`config.mk`:
```
export PLATFORM = sky130hd
export DESIGN_NAME = tlrb_bank
export DESIGN_NICKNAME = d
export VERILOG_FILES = /design/src/inc/tlrb_pkg.sv /design/src/rtl/tlrb_thresh_reg.sv /design/src/rtl/tlrb_bank.sv
export SDC_FILE = /design/constraint.sdc
export NUM_CORES = 1
export LEC_CHECK = 0
export ABC_AREA = 1
export BUFFER_PORTS_ARGS = -buffer_cell sky130_fd_sc_hd__buf_2
export CORE_ASPECT_RATIO = 1.5
export CORE_UTILIZATION = 57
export DETAILED_ROUTE_END_ITERATION = 8
export PLACE_DENSITY = 0.84
export SLEW_MARGIN = 15
export SYNTH_ARGS = -nofsm -noshare
export SYNTH_HDL_FRONTEND = slang
export SYNTH_SLANG_ARGS = --single-unit
```
`constraint.sdc`:
```
create_clock -name ref_clk -period 1.5 [get_ports ref_clk]
set_input_delay 0 -clock ref_clk [delete_from_list [all_inputs] [get_ports ref_clk]]
set_output_delay 0 -clock ref_clk [all_outputs]
set_load 0.03 [all_outputs]
```
`src/inc/tlrb_pkg.sv`:
```
// Package of register map, reset values and widths for the threshold bank
// Function
// - Local high threshold, command 05, reset 3C
// - Local low threshold, command 06, reset 00
// - Remote high MSB, command 07, reset 50
// - Remote low MSB, command 08, reset 00
// - One degree Celsius per threshold LSB
// - Thresholds are two's complement signed bytes
// - Write purges matching fault queue
// - Config reset restores unlocked thresholds
package tlrb_pkg;
    // Register width and count
    localparam int TLRB_DATA_W = 8;
    localparam int TLRB_NUM_REGS = 4;
    // Command bytes selecting each threshold
    localparam logic [7:0] TLRB_CMD_LOCAL_HIGH  = 8'h05;
    localparam logic [7:0] TLRB_CMD_LOCAL_LOW   = 8'h06;
    localparam logic [7:0] TLRB_CMD_REMOTE_HIGH = 8'h07;
    localparam logic [7:0] TLRB_CMD_REMOTE_LOW  = 8'h08;
    // Power-up values, two's complement degrees
    localparam logic [7:0] TLRB_RST_LOCAL_HIGH  = 8'h3c;
    localparam logic [7:0] TLRB_RST_LOCAL_LOW   = 8'h00;
    localparam logic [7:0] TLRB_RST_REMOTE_HIGH = 8'h50;
    localparam logic [7:0] TLRB_RST_REMOTE_LOW  = 8'h00;
    // Index of each threshold within the bank
    localparam int TLRB_IDX_LOCAL_HIGH  = 0;
    localparam int TLRB_IDX_LOCAL_LOW   = 1;
    localparam int TLRB_IDX_REMOTE_HIGH = 2;
    localparam int TLRB_IDX_REMOTE_LOW  = 3;
    // Default value table, indexed as above
    localparam logic [31:0] TLRB_RST_TABLE =
        {TLRB_RST_REMOTE_LOW, TLRB_RST_REMOTE_HIGH,
         TLRB_RST_LOCAL_LOW, TLRB_RST_LOCAL_HIGH};
endpackage : tlrb_pkg

```
`src/rtl/tlrb_thresh_reg.sv`:
```
// One threshold register with its write and restore logic
`timescale 1ns/1ps
module tlrb_thresh_reg
    import tlrb_pkg::*;
#(
    parameter logic [7:0] RESET_VALUE = 8'h00
) (
    input  wire logic       ref_clk,
    input  wire logic       rst,
    input  wire logic       wr_sel,
    input  wire logic [7:0] wr_data,
    input  wire logic       restore,
    output logic      [7:0] value,
    output logic            purge
);
    // Stored limit; a host write beats a restore in the same cycle
    always_ff @(posedge ref_clk)
    begin
        if (rst)
            value <= RESET_VALUE;
        else if (wr_sel)
            value <= wr_data;
        else if (restore)
            value <= RESET_VALUE;
    end

    // One-cycle purge pulse after each completed write
    always_ff @(posedge ref_clk)
    begin
        if (rst)
            purge <= 1'b0;
        else
            purge <= wr_sel;
    end
endmodule : tlrb_thresh_reg

```
`src/rtl/tlrb_bank.sv`:
```
// Bank of four temperature threshold registers selected by command byte
`timescale 1ns/1ps
module tlrb_bank
    import tlrb_pkg::*;
#(
    // Width of one threshold byte; the ports are fixed at eight bits
    parameter int DATA_W   = TLRB_DATA_W,
    // Number of thresholds; lock and purge ports carry four bits
    parameter int NUM_REGS = TLRB_NUM_REGS
) (
    // Device clock and synchronous reset
    input  wire logic       ref_clk,
    input  wire logic       rst,
    // Host access from the serial engine, same clock
    input  wire logic [7:0] cmd,
    input  wire logic       wr_en,
    input  wire logic [7:0] wr_data,
    input  wire logic       rd_en,
    // Config restore request and per-register locks
    input  wire logic       cfg_reset,
    input  wire logic [3:0] reset_lock,
    // Read answer
    output logic      [7:0] rd_data,
    output logic            rd_valid,
    output logic            rd_hit,
    // Limits for the comparators, then purge pulses
    output logic      [7:0] local_high_threshold,
    output logic      [7:0] local_low_threshold,
    output logic      [7:0] remote_high_threshold_msb,
    output logic      [7:0] remote_low_threshold_msb,
    output logic      [3:0] fault_queue_purge
);
    // Sizes the logic below can serve; anything else is refused
    generate
        if (DATA_W != 8)
        begin : g_bad_data_w
            $error("tlrb_bank needs DATA_W of 8");
        end
        if (NUM_REGS != 4)
        begin : g_bad_num_regs
            $error("tlrb_bank needs NUM_REGS of 4");
        end
    endgenerate

    // Timing seen at the ports, counted in ref_clk edges:
    //   edge 0: wr_en or rd_en sampled high together with cmd
    //   edge 1: stored value updated, read answer shown
    //   edge 2: exported threshold and purge pulse shown
    // The extra stage on the exports keeps every output on a flop,
    // at the cost of one cycle of lag for the comparators.
    // A write and a config restore in one cycle: the write wins,
    // and the lock bits never block a host write.
    // Back-to-back strobes are fine; nothing here needs a gap.

    // Limitation: only the high byte of each remote limit lives here;
    // the remote low-byte limits sit in another bank.
    // Limitation: cmd must be steady at the strobe edge; it is not
    // synchronised, as it comes from the serial engine on this clock.

    // Decoded selects and stored values
    logic [NUM_REGS-1:0] sel;              // One-hot command decode
    logic [DATA_W-1:0]   vals [NUM_REGS];  // Stored thresholds
    logic [NUM_REGS-1:0] purge;            // Purge pulses per threshold
    logic [DATA_W-1:0]   next_rd_data;     // Read mux result
    logic                next_rd_hit;      // Command is mapped
    logic [NUM_REGS-1:0] restore;          // Unlocked restore requests

    // Command decode; one select at most, none when unmapped.
    // Plain equality, so commands 00..04 and 09..FF hit nothing
    // and a stray write there changes no state.
    always_comb
    begin
        sel = '0;
        sel[TLRB_IDX_LOCAL_HIGH]  = (cmd == TLRB_CMD_LOCAL_HIGH);
        sel[TLRB_IDX_LOCAL_LOW]   = (cmd == TLRB_CMD_LOCAL_LOW);
        sel[TLRB_IDX_REMOTE_HIGH] = (cmd == TLRB_CMD_REMOTE_HIGH);
        sel[TLRB_IDX_REMOTE_LOW]  = (cmd == TLRB_CMD_REMOTE_LOW);
    end

    // Config restore per register, held off by its lock bit.
    // Locks are applied here so the register module stays unaware
    // of how the locks are arranged.
    always_comb
    begin
        restore = {NUM_REGS{cfg_reset}} & ~reset_lock;
    end

    // One register per threshold; each takes its own power-up value
    // from the package table, low byte for the local high limit.
    // A write pulses that register's purge line the next cycle so
    // the matching fault queue restarts from empty.
    // Bit order of sel, restore and purge matches the lock port.
    genvar gi;
    generate
        for (gi = 0; gi < TLRB_NUM_REGS; gi++)
        begin : g_reg
            tlrb_thresh_reg #(
                .RESET_VALUE (TLRB_RST_TABLE[gi*8 +: 8])
            ) u_reg (
                .ref_clk (ref_clk),
                .rst     (rst),
                .wr_sel  (wr_en && sel[gi]),
                .wr_data (wr_data),
                .restore (restore[gi]),
                .value   (vals[gi]),
                .purge   (purge[gi])
            );
        end
    endgenerate

    // Read mux; unmapped commands read zero, no state touched.
    // Reads are pure: nothing here feeds back into a register, so a
    // read may sit beside a write; it sees the value before the write.
    // Zero for unmapped commands keeps the answer free of stale data.
    always_comb
    begin
        next_rd_data = 8'h00;
        next_rd_hit  = 1'b0;
        case (cmd)
            TLRB_CMD_LOCAL_HIGH:
            begin
                next_rd_data = vals[TLRB_IDX_LOCAL_HIGH];
                next_rd_hit  = 1'b1;
            end
            TLRB_CMD_LOCAL_LOW:
            begin
                next_rd_data = vals[TLRB_IDX_LOCAL_LOW];
                next_rd_hit  = 1'b1;
            end
            TLRB_CMD_REMOTE_HIGH:
            begin
                next_rd_data = vals[TLRB_IDX_REMOTE_HIGH];
                next_rd_hit  = 1'b1;
            end
            TLRB_CMD_REMOTE_LOW:
            begin
                next_rd_data = vals[TLRB_IDX_REMOTE_LOW];
                next_rd_hit  = 1'b1;
            end
            default:
            begin
                next_rd_data = 8'h00;
                next_rd_hit  = 1'b0;
            end
        endcase
    end

    // Registered read answer, one cycle after rd_en.
    // rd_data holds between reads so a slow host may pick it up late;
    // rd_valid and rd_hit are single-cycle pulses.
    always_ff @(posedge ref_clk)
    begin
        if (rst)
        begin
            // Quiet answer port out of reset
            rd_data  <= 8'h00;
            rd_valid <= 1'b0;
            rd_hit   <= 1'b0;
        end
        else
        begin
            // Pulses follow the strobe by one edge
            rd_valid <= rd_en;
            rd_hit   <= rd_en && next_rd_hit;
            // Answer captured only on a read; held otherwise
            if (rd_en)
                rd_data <= next_rd_data;
        end
    end

    // Thresholds exported for the comparators, signed degrees.
    // Each byte is two's complement, one degree per count.
    always_ff @(posedge ref_clk)
    begin
        if (rst)
        begin
            // Power-up limits, in step with the stored ones
            local_high_threshold      <= TLRB_RST_LOCAL_HIGH;
            local_low_threshold       <= TLRB_RST_LOCAL_LOW;
            remote_high_threshold_msb <= TLRB_RST_REMOTE_HIGH;
            remote_low_threshold_msb  <= TLRB_RST_REMOTE_LOW;
        end
        else
        begin
            // Copies lag the stored value by one cycle
            local_high_threshold      <=
                vals[TLRB_IDX_LOCAL_HIGH];
            local_low_threshold       <=
                vals[TLRB_IDX_LOCAL_LOW];
            remote_high_threshold_msb <=
                vals[TLRB_IDX_REMOTE_HIGH];
            remote_low_threshold_msb  <=
                vals[TLRB_IDX_REMOTE_LOW];
        end
    end

    // Fault queue purge pulses, one cycle each, same order as locks.
    // A config restore does not purge here; the config logic owns
    // that purge, which keeps this bank free of config decoding.
    always_ff @(posedge ref_clk)
    begin
        if (rst)
        begin
            // No purge pending out of reset
            fault_queue_purge <= 4'h0;
        end
        else
        begin
            // Follows the register pulses, aligned with the exports
            fault_queue_purge <= purge;
        end
    end
endmodule : tlrb_bank

```
==> flow_summary_export.csv, run 1 <==
group,metric,value,unit
detailed_routing,ant_nets,0,
floorplan,die_h,92.7,um
worst_hold_path,hp-class,"input pin to flip-flop",
floorplan,rows,32,
global_route,grt_max_degree,20,
global_route,grt_pass1_vias,2526,
timing,finalSetupTns,0,ns
clocking,cts_buffers,9,
synth,synth_top_area_share,52.5,%
worst_hold_path,holdPathStages,4,
clocking,holdBufCountCts,10,
synth,synth_cell_type_count,23,
layout,final_common_cell,"nand2_1",
layout,area_delta_synth_final,22.1,%
placement,pre_cts_ws,0.215,ns
placement,port_buffers,70,
floorplan,die_area,5790,um2
setup_path,end_kind,"flip-flop",
placement,gp_congestion,0.962,
setup_path,crit_fanout,19,
global_route,grt_overflow,0,
clocking,cts_buffer_depth,2,
layout,utilization,73.3,%
clocking,cts.clk_slew.worst_paths,0.08,ns
timing,period_minus_slack,1.09,ns
global_route,grtUsageTotal,27.5,%
clocking,root_buffer,"clkbuf_8",
synth,synth_top_cell_by_area,"dfxtp_1",
timing,fin_crit_sh,72.4,%
timing,slew_headroom,80.5,%
timing,hold_violations,0,
layout,antennaDiodeCount,0,
detailed_routing,wl,7450,um
timing,setup_slack,0.414,ns
synth,syn_area_per_cell,7.77,um2
timing,fmax,921,MHz
synth,synth_nets,427,
placement,hpwl,5330,um
synth,synth_seq_cells,82,
detailed_routing,vias,2755,
clocking,cts_resized,0,
global_route,grt_first_pass_wirelength,11800,um
synth,synth_area_leaders,"dfxtp_1 (53%), nand2_1 (12%), nand3_1 (9.8%), inv_1 (8.4%), nor2_1 (4.2%)",
layout,final_cell_mix,"nand2_1 (100), dfxtp_1 (82), inv_1 (70), buf_2 (70), nand3_1 (61)",
synth,ys_seq_area_share,52.5,%
floorplan,die_x,62.5,um
setup_path,cp-start-kind,"input pin",
detailed_routing,viasPerCell,4.92,
timing,fin_skew,0.00639,ns
status,outcome,"finished clean",
clocking,clkLatencyLatePin,0.35,ns
power,ir_drop,0.644,mV
layout,drive_gt1_share,23.4,%
job,cap_violations,0,
timing,tightest_slew,0.292,ns
setup_path,cp_data_arrival_time,1.33,ns
synth,yosysWarnings,0,
setup_path,crit_required,1.74,ns
clocking,cts.sinks,82,
timing,setup_violations,0,
detailed_routing,wire_per_inst,13.3,um
floorplan,start_util,60.0,%
synth,synthesis.area,3130,um2
timing,rsz0062_at_grt,"no",
clocking,ctsHtreeMaxLevel,3,
floorplan,pin_count,71,
setup_path,crit_type,"input pin to flip-flop",
clocking,postCtsSetupBuffers,0,
detailed_routing,drtIter0Drc,160,
floorplan,fp.coreArea,5200,um2
setup_path,reg2reg_depth,4,
synth,syn_inst,402,
detailed_routing,first_pass_iters,4,
detailed_routing,drc,0,
power,p_leak,1.91,nW
layout,fin_nets,512,
global_route,antenna_found_initial,0,
power,power.density,988,nW/um2
clocking,cts_tree,"built",
timing,drv_slew,0,
-- metal layers --
metal,track usage [%],part of all wire [%],vias to the layer above
met1,29.0,38,1221
met5,0,0,-
met4,21.3,5.8,0
li1,-,-,1389
met3,6.40,6.3,29
met2,46.8,50,116
-- per-stage QoR --
step                      hold slack (ns)  power [mW]  std cells  area (um2)
after floorplan                    0.0839        2.33        402        3130
after global placement              0.239        2.40        534        3540
after detailed placement            0.242        2.41        534        3540
after CTS                          0.0414        3.79        560        3820
after global routing               0.0596        3.90        560        3820
final                              0.0520        3.77        560        3820
-- registers in the layout (all words and copies together) (netlist names) --
| signal | cells |
|---|---|
| fault_queue_purge | 4 |
| local_low_threshold | 8 |
| g.u_reg.purge | 4 |
| remote_high_threshold_msb | 8 |
| local_high_threshold | 8 |
| g.u_reg.value | 32 |
| remote_low_threshold_msb | 8 |
| rd_hit | 1 |
| rd_valid | 1 |
| rd_data | 8 |
-- cell usage after synthesis --
master and n:
nor2_2 1, inv_1 70, o21ai_1 9, nand4_2 1
nand3_2 2, clkinv_1 1, nand2_1 100, nor2_1 35
nand3_1 61, buf_2 8, dfxtp_1 82, inv_2 4
or2_2 3, buf_6 1, nand2_2 1, nand2_4 2
buf_4 1, o21ai_0 6, o21a_1 1, nor2_8 3
nor2_4 5, buf_1 3, nand3_4 2
-- where the power goes --
group	leakage, nW	internal (mW)	switching, mW	total (mW)
logic	1.17	0.0690	0.130	0.199
registers	0.661	2.18	0.000858	2.18
clock network	0.0786	0.644	0.748	1.39
total	1.91	2.89	0.879	3.77
-- layout make-up --
| class | count | area (um2) |
|---|---|---|
| flip-flops and latches | 82 | 1640 |
| fillers | 427 | 1390 |
| multi-input cells | 232 | 1130 |
| repair buffers | 87 | 503 |
| inverters | 75 | 282 |
| clock buffers | 12 | 145 |
| well taps | 68 | 85.1 |
| clock inverters | 4 | 27.5 |
-- logic make-up after synthesis --
| logic type | synth area share (%) |
|---|---|
| AOI/OAI and AO/OA | 2.64 |
| DFF | 52.5 |
| and+or+nand+nor | 33.6 |
| buffers and inverters | 11.2 |
-- critical path: stages --
cell and delay (ns):
dlygate4sd3_1 0.53, buf_2 0.15, buf_4 0.22, nor2_1 0.19, nand3_1 0.10, o21ai_1 0.09
inv_1 0.06
-- final timing paths --
| path | start | end | slack [ns] |
|---|---|---|---|
| min | reset_lock[1] | g_reg[1].u_reg.value[0]$_SDFFE_PP0P_ | 0.05 |
| max reg2reg | g_reg[0].u_reg.value[4]$_SDFFE_PP1P_ | g_reg[0].u_reg.value[4]$_SDFFE_PP1P_ | 0.66 |
| min reg2reg | g_reg[2].u_reg.purge$_SDFF_PP0_ | fault_queue_purge[2]$_SDFF_PP0_ | 0.41 |
| max | rst | g_reg[0].u_reg.value[4]$_SDFFE_PP1P_ | 0.41 |
No activity file was read; power rests on OpenSTA's default activity.
==> run 2: changes to the inputs <==
- CORE_UTILIZATION: 57 -> 53
- PLACE_DENSITY: 0.84 -> 0.79
- clock period: 1.5 -> 1.1 ns (I/O delays scaled with it)
==> flow_summary_export.csv, run 2 (synthesis gave the netlist of run 1 again) <==
group,metric,value,unit
timing,hold-worst-slack,0.0311,ns
clocking,cts_tree,"built",
detailed_routing,drtIter0Drc,192,
floorplan,die_area,6210,um2
layout,final_area,3980,um2
setup_path,crit_required,1.41,ns
setup_path,cp_data_arrival_time,1.38,ns
floorplan,die_x,64.7,um
global_route,antenna_found_initial,0,
detailed_routing,drc,0,
setup_path,end_kind,"flip-flop",
power,p_comb_share,5.1,%
placement,hpwl,5600,um
detailed_routing,first_pass_iters,4,
power,p_int,4.42,mW
floorplan,pin_count,71,
worst_hold_path,hp-class,"input pin to flip-flop",
status,outcome,"finished clean",
power,power_switching_share,22.6,%
detailed_routing,wl,7550,um
clocking,postCtsSetupBuffers,0,
global_route,grt.busiest_layer,"met2",
global_route,grt_max_degree,29,
setup_path,crit_fanout,4,
job,cap_violations,0,
global_route,met2_usage,46.1,%
layout,final_cell_mix,"nand2_1 (100), dfxtp_1 (82), inv_1 (70), buf_2 (70), nand3_1 (61)",
detailed_routing,viasPerCell,4.84,
timing,setup_slack,0.0354,ns
detailed_routing,vias,2773,
power,ir_drop,1.07,mV
worst_hold_path,hold_start,"reset_lock[1]",
clocking,cts.clk_slew.worst_paths,0.08,ns
global_route,use_met3,5.57,%
global_route,grt_pass1_vias,2561,
timing,period_minus_slack,1.06,ns
setup_path,rr_startpoint,"g_reg[0].u_reg.value[0]$_SDFFE_PP0P_",
setup_path,reg2reg_depth,4,
timing,setup_violations,0,
power,power.density,1430,nW/um2
layout,final_common_cell,"nand2_1",
setup_path,crit_start,"rst",
layout,antennaDiodeCount,0,
layout,drive_gt1_share,25.6,%
power,p_switching,1.29,mW
global_route,met1_usage,29.7,%
detailed_routing,wire_per_inst,13.2,um
setup_path,crit_type,"input pin to flip-flop",
timing,fin_skew,0.00767,ns
clocking,root_buffer,"clkbuf_8",
setup_path,cp-start-kind,"input pin",
detailed_routing,ant_nets,0,
timing,finalSetupTns,0,ns
timing,fin_crit_sh,96.8,%
power,p_leak,2.01,nW
timing,drv_slew,0,
floorplan,die_h,96.1,um
timing,rsz0062_at_grt,"yes",
floorplan,fp.coreArea,5570,um2
floorplan,rows,33,
global_route,grt_first_pass_wirelength,12100,um
timing,fmax,939,MHz
clocking,cts_buffer_depth,2,
timing,slew_headroom,79.5,%
power,clkPwrFrac,42.9,%
clocking,cts.sinks,82,
power,finalPower,5.71,mW
placement,dp_cells,547,
placement,port_buffers,70,
global_route,grt_overflow,0,
layout,layout.cells.non_filler,573,
timing,hold_violations,0,
layout,utilization,71.5,%
placement,pre_cts_ws,-0.107,ns
layout,fin_nets,523,
floorplan,start_util,56.1,%
layout,largest_reg_flops,32,
clocking,clkLatencyLatePin,0.37,ns
layout,largest_register,"g.u_reg.value",
clocking,cts_buffers,9,
global_route,grtUsageTotal,27.1,%
timing,tightest_slew,0.308,ns
clocking,ctsHtreeMaxLevel,3,
worst_hold_path,holdPathStages,4,
layout,area_delta_synth_final,27.5,%
power,pwr-share-seq,52.0,%
placement,gp_congestion,0.886,
placement,place_area,3650,um2
-- run 2: area by class of cell --
| class | instances | area, um2 |
|---|---|---|
| well taps | 70 | 87.6 |
| clock buffers | 10 | 138 |
| inverters | 75 | 282 |
| repair buffers | 98 | 611 |
| clock inverters | 6 | 90.1 |
| flip-flops and latches | 82 | 1640 |
| fillers | 463 | 1590 |
| multi-input cells | 232 | 1130 |
-- run 2: repair_timing --
item | 4_1_cts | 5_1_grt
setup endpoints to repair | 0 | 3
gates resized for setup | 0 | 1
hold buffers | 10 | 0
endpoints found under the hold margin | 33 | 0
-- run 2: path summary, 6_finish.rpt --
check | to | slack (ns)
worst max-delay path | rd_valid$_SDFF_PP0_ | 0.04
worst max register to register | g_reg[0].u_reg.value[0]$_SDFFE_PP0P_ | 0.22
worst min register to register | fault_queue_purge[1]$_SDFF_PP0_ | 0.41
worst min-delay path | g_reg[1].u_reg.value[1]$_SDFFE_PP0P_ | 0.03
-- run 2: metal layers --
layer	vias up	part of all wire [%]
li1	1409	-
met1	1233	38
met2	109	51
met3	22	5.8
met4	0	5.1
met5	-	0
-- run 2: power groups by stage --
stage / combinational (mW) / clock [mW] / sequential (mW)
2_1_floorplan: 0.130 / 0 / 3.05
3_3_place_gp: 0.257 / 0 / 3.04
3_5_place_dp: 0.262 / 0 / 3.04
4_1_cts: 0.290 / 2.46 / 2.97
5_1_grt: 0.315 / 2.57 / 2.97
6_report: 0.292 / 2.45 / 2.97
-- run 2: critical path, stage by stage --
cell           delay, ns
dlygate4sd3_1       0.53
buf_2               0.16
nor2_2              0.13
dlygate4sd3_1       0.55
==> run 3: changes to the inputs <==
- CTS_BUF_LIST: default -> sky130_fd_sc_hd__clkbuf_8 sky130_fd_sc_hd__clkbuf_16
- CTS_CLUSTER_DIAMETER: default -> 60
- PLACE_DENSITY: 0.79 -> default
- PLACE_DENSITY_LB_ADDON: default -> 0.3
==> flow_summary_export.csv, run 3 (synthesis gave the netlist of run 1 again) <==
group,metric,value,unit
status,outcome,"finished clean",
placement,pre_cts_ws,-0.0667,ns
timing,finalSetupTns,0,ns
detailed_routing,vias,2798,
global_route,grt_first_pass_wirelength,11900,um
floorplan,pin_count,71,
clocking,cts_tree,"built",
detailed_routing,first_pass_iters,4,
placement,gp_congestion,0.873,
timing,period_minus_slack,1.06,ns
setup_path,crit_fanout,4,
clocking,root_buffer,"clkbuf_8",
setup_path,path_cells,"dlygate4sd3_1 > buf_2 > nor2_4 > dlygate4sd3_1",
detailed_routing,wire_per_inst,13.1,um
timing,drv_slew,0,
layout,largest_register,"g.u_reg.value",
clocking,clkLatencyLatePin,0.34,ns
detailed_routing,drc,0,
global_route,grt_max_degree,19,
detailed_routing,ant_nets,0,
detailed_routing,viasPerCell,4.89,
floorplan,die_x,64.7,um
timing,fin_skew,0.00319,ns
timing,tightest_slew,0.273,ns
placement,port_buffers,70,
setup_path,cpLargestDelayFamily,"buffers and inverters",
setup_path,crit_type,"input pin to flip-flop",
setup_path,path_buf_inv,3,
setup_path,crit_slowest_cell,"dlygate4sd3_1",
floorplan,fp.coreArea,5570,um2
clocking,ctsHtreeMaxLevel,3,
layout,final_common_cell,"nand2_1",
detailed_routing,drtIter0Drc,128,
timing,setup_violations,0,
clocking,cts_buffer_depth,2,
layout,drive_gt1_share,25.3,%
placement,hpwl,5450,um
setup_path,cpMostUsedCell,"dlygate4sd3_1",
layout,layout.cells.non_filler,572,
global_route,grt_pass1_vias,2659,
setup_path,crit_required,1.33,ns
floorplan,start_util,56.1,%
clocking,cts_buffers,9,
power,power.density,1540,nW/um2
job,cap_violations,0,
layout,area_delta_synth_final,29.5,%
timing,fin_crit_sh,96.4,%
worst_hold_path,hp-class,"input pin to flip-flop",
layout,fin_nets,522,
setup_path,cp_data_arrival_time,1.30,ns
placement,dp_cells,545,
clocking,cts.clk_slew.worst_paths,0.08,ns
timing,fmax,943,MHz
clocking,cts.sinks,82,
timing,slew_headroom,81.8,%
setup_path,cp-start-kind,"input pin",
timing,hold_violations,0,
detailed_routing,wl,7490,um
layout,final_cell_mix,"nand2_1 (100), dfxtp_1 (82), inv_1 (72)",
layout,largest_reg_flops,32,
floorplan,rows,33,
global_route,antenna_found_initial,0,
floorplan,die_h,96.1,um
layout,antennaDiodeCount,0,
power,p_leak,2.03,nW
layout,final_area,4050,um2
floorplan,die_area,6210,um2
setup_path,end_kind,"flip-flop",
power,ir_drop,0.954,mV
timing,rsz0062_at_grt,"yes",
placement,place_area,3640,um2
global_route,grtUsageTotal,26.0,%
layout,utilization,72.6,%
global_route,grt_overflow,0,
timing,setup_slack,0.0392,ns
setup_path,slowest_delay,0.54,ns
-- run 3: cell count changes in the layout (fill, tap and decap cells not counted), sizes merged --
cell / change
clkinvlp: -1
inv: +2
bufinv: +3
dlygate4sd3: +1
buf: -2
clkinv: -3
clkbuf: -1
-- run 3: path summary, 6_finish.rpt --
path	slack [ns]	endpoint	cells past startpoint	start
min	0.06	g_reg[1].u_reg.value[4]$_SDFFE_PP0P_	4	reset_lock[1]
max	0.04	rd_valid$_SDFF_PP0_	4	rst
min reg2reg	0.40	fault_queue_purge[3]$_SDFF_PP0_	2	g_reg[3].u_reg.purge$_SDFF_PP0_
max reg2reg	0.28	rd_data[5]$_SDFFE_PP0P_	6	g_reg[1].u_reg.value[5]$_SDFFE_PP0P_
-- run 3: worst reg2reg max path, cell delays in order, from the launching register on --
cell and delay, ns:
dfxtp_1 0.35, nand3_1 0.12, nand2_1 0.10, inv_1 0.04
nand2_1 0.05, nand2_1 0.06, nand2_1 0.06
-- run 3: area by class of cell --
| type | instances | area, um2 |
|---|---|---|
| clock buffer | 9 | 124 |
| clock inverter | 7 | 158 |
| fill | 422 | 1530 |
| inverter | 75 | 282 |
| multi-input combinational | 232 | 1140 |
| sequential | 82 | 1640 |
| tap | 70 | 87.6 |
| timing repair buffer | 97 | 609 |
-- run 3: stage by stage --
step / total power [mW] / hold slack (ns)
6_report: 6.23 / 0.0556
3_3_place_gp: 3.30 / 0.234
4_1_cts: 6.26 / 0.0383
5_1_grt: 6.39 / 0.0683
3_5_place_dp: 3.30 / 0.245
2_1_floorplan: 3.18 / 0.0839
-- run 3: routing by layer --
metal	vias to the layer above	GRT usage [%]	wire, um
li1	1414	-	-
met1	1270	26.8	2950
met2	99	48.8	3980
met3	15	5.33	353
met4	0	13.0	200
met5	-	0	0
-- run 3: power by group --
group / leakage (nW) / switching (mW) / internal (mW)
combinational: 1.22 / 0.184 / 0.112
sequential: 0.661 / 0.00122 / 2.97
clock: 0.146 / 1.02 / 1.95
-- run 3: repair_timing --
action,4_1_cts,5_1_grt
resized for setup,0,5
endpoints found under the hold margin,32,0
setup buffers,0,0
setup endpoints to repair,0,4
hold buffers,11,0
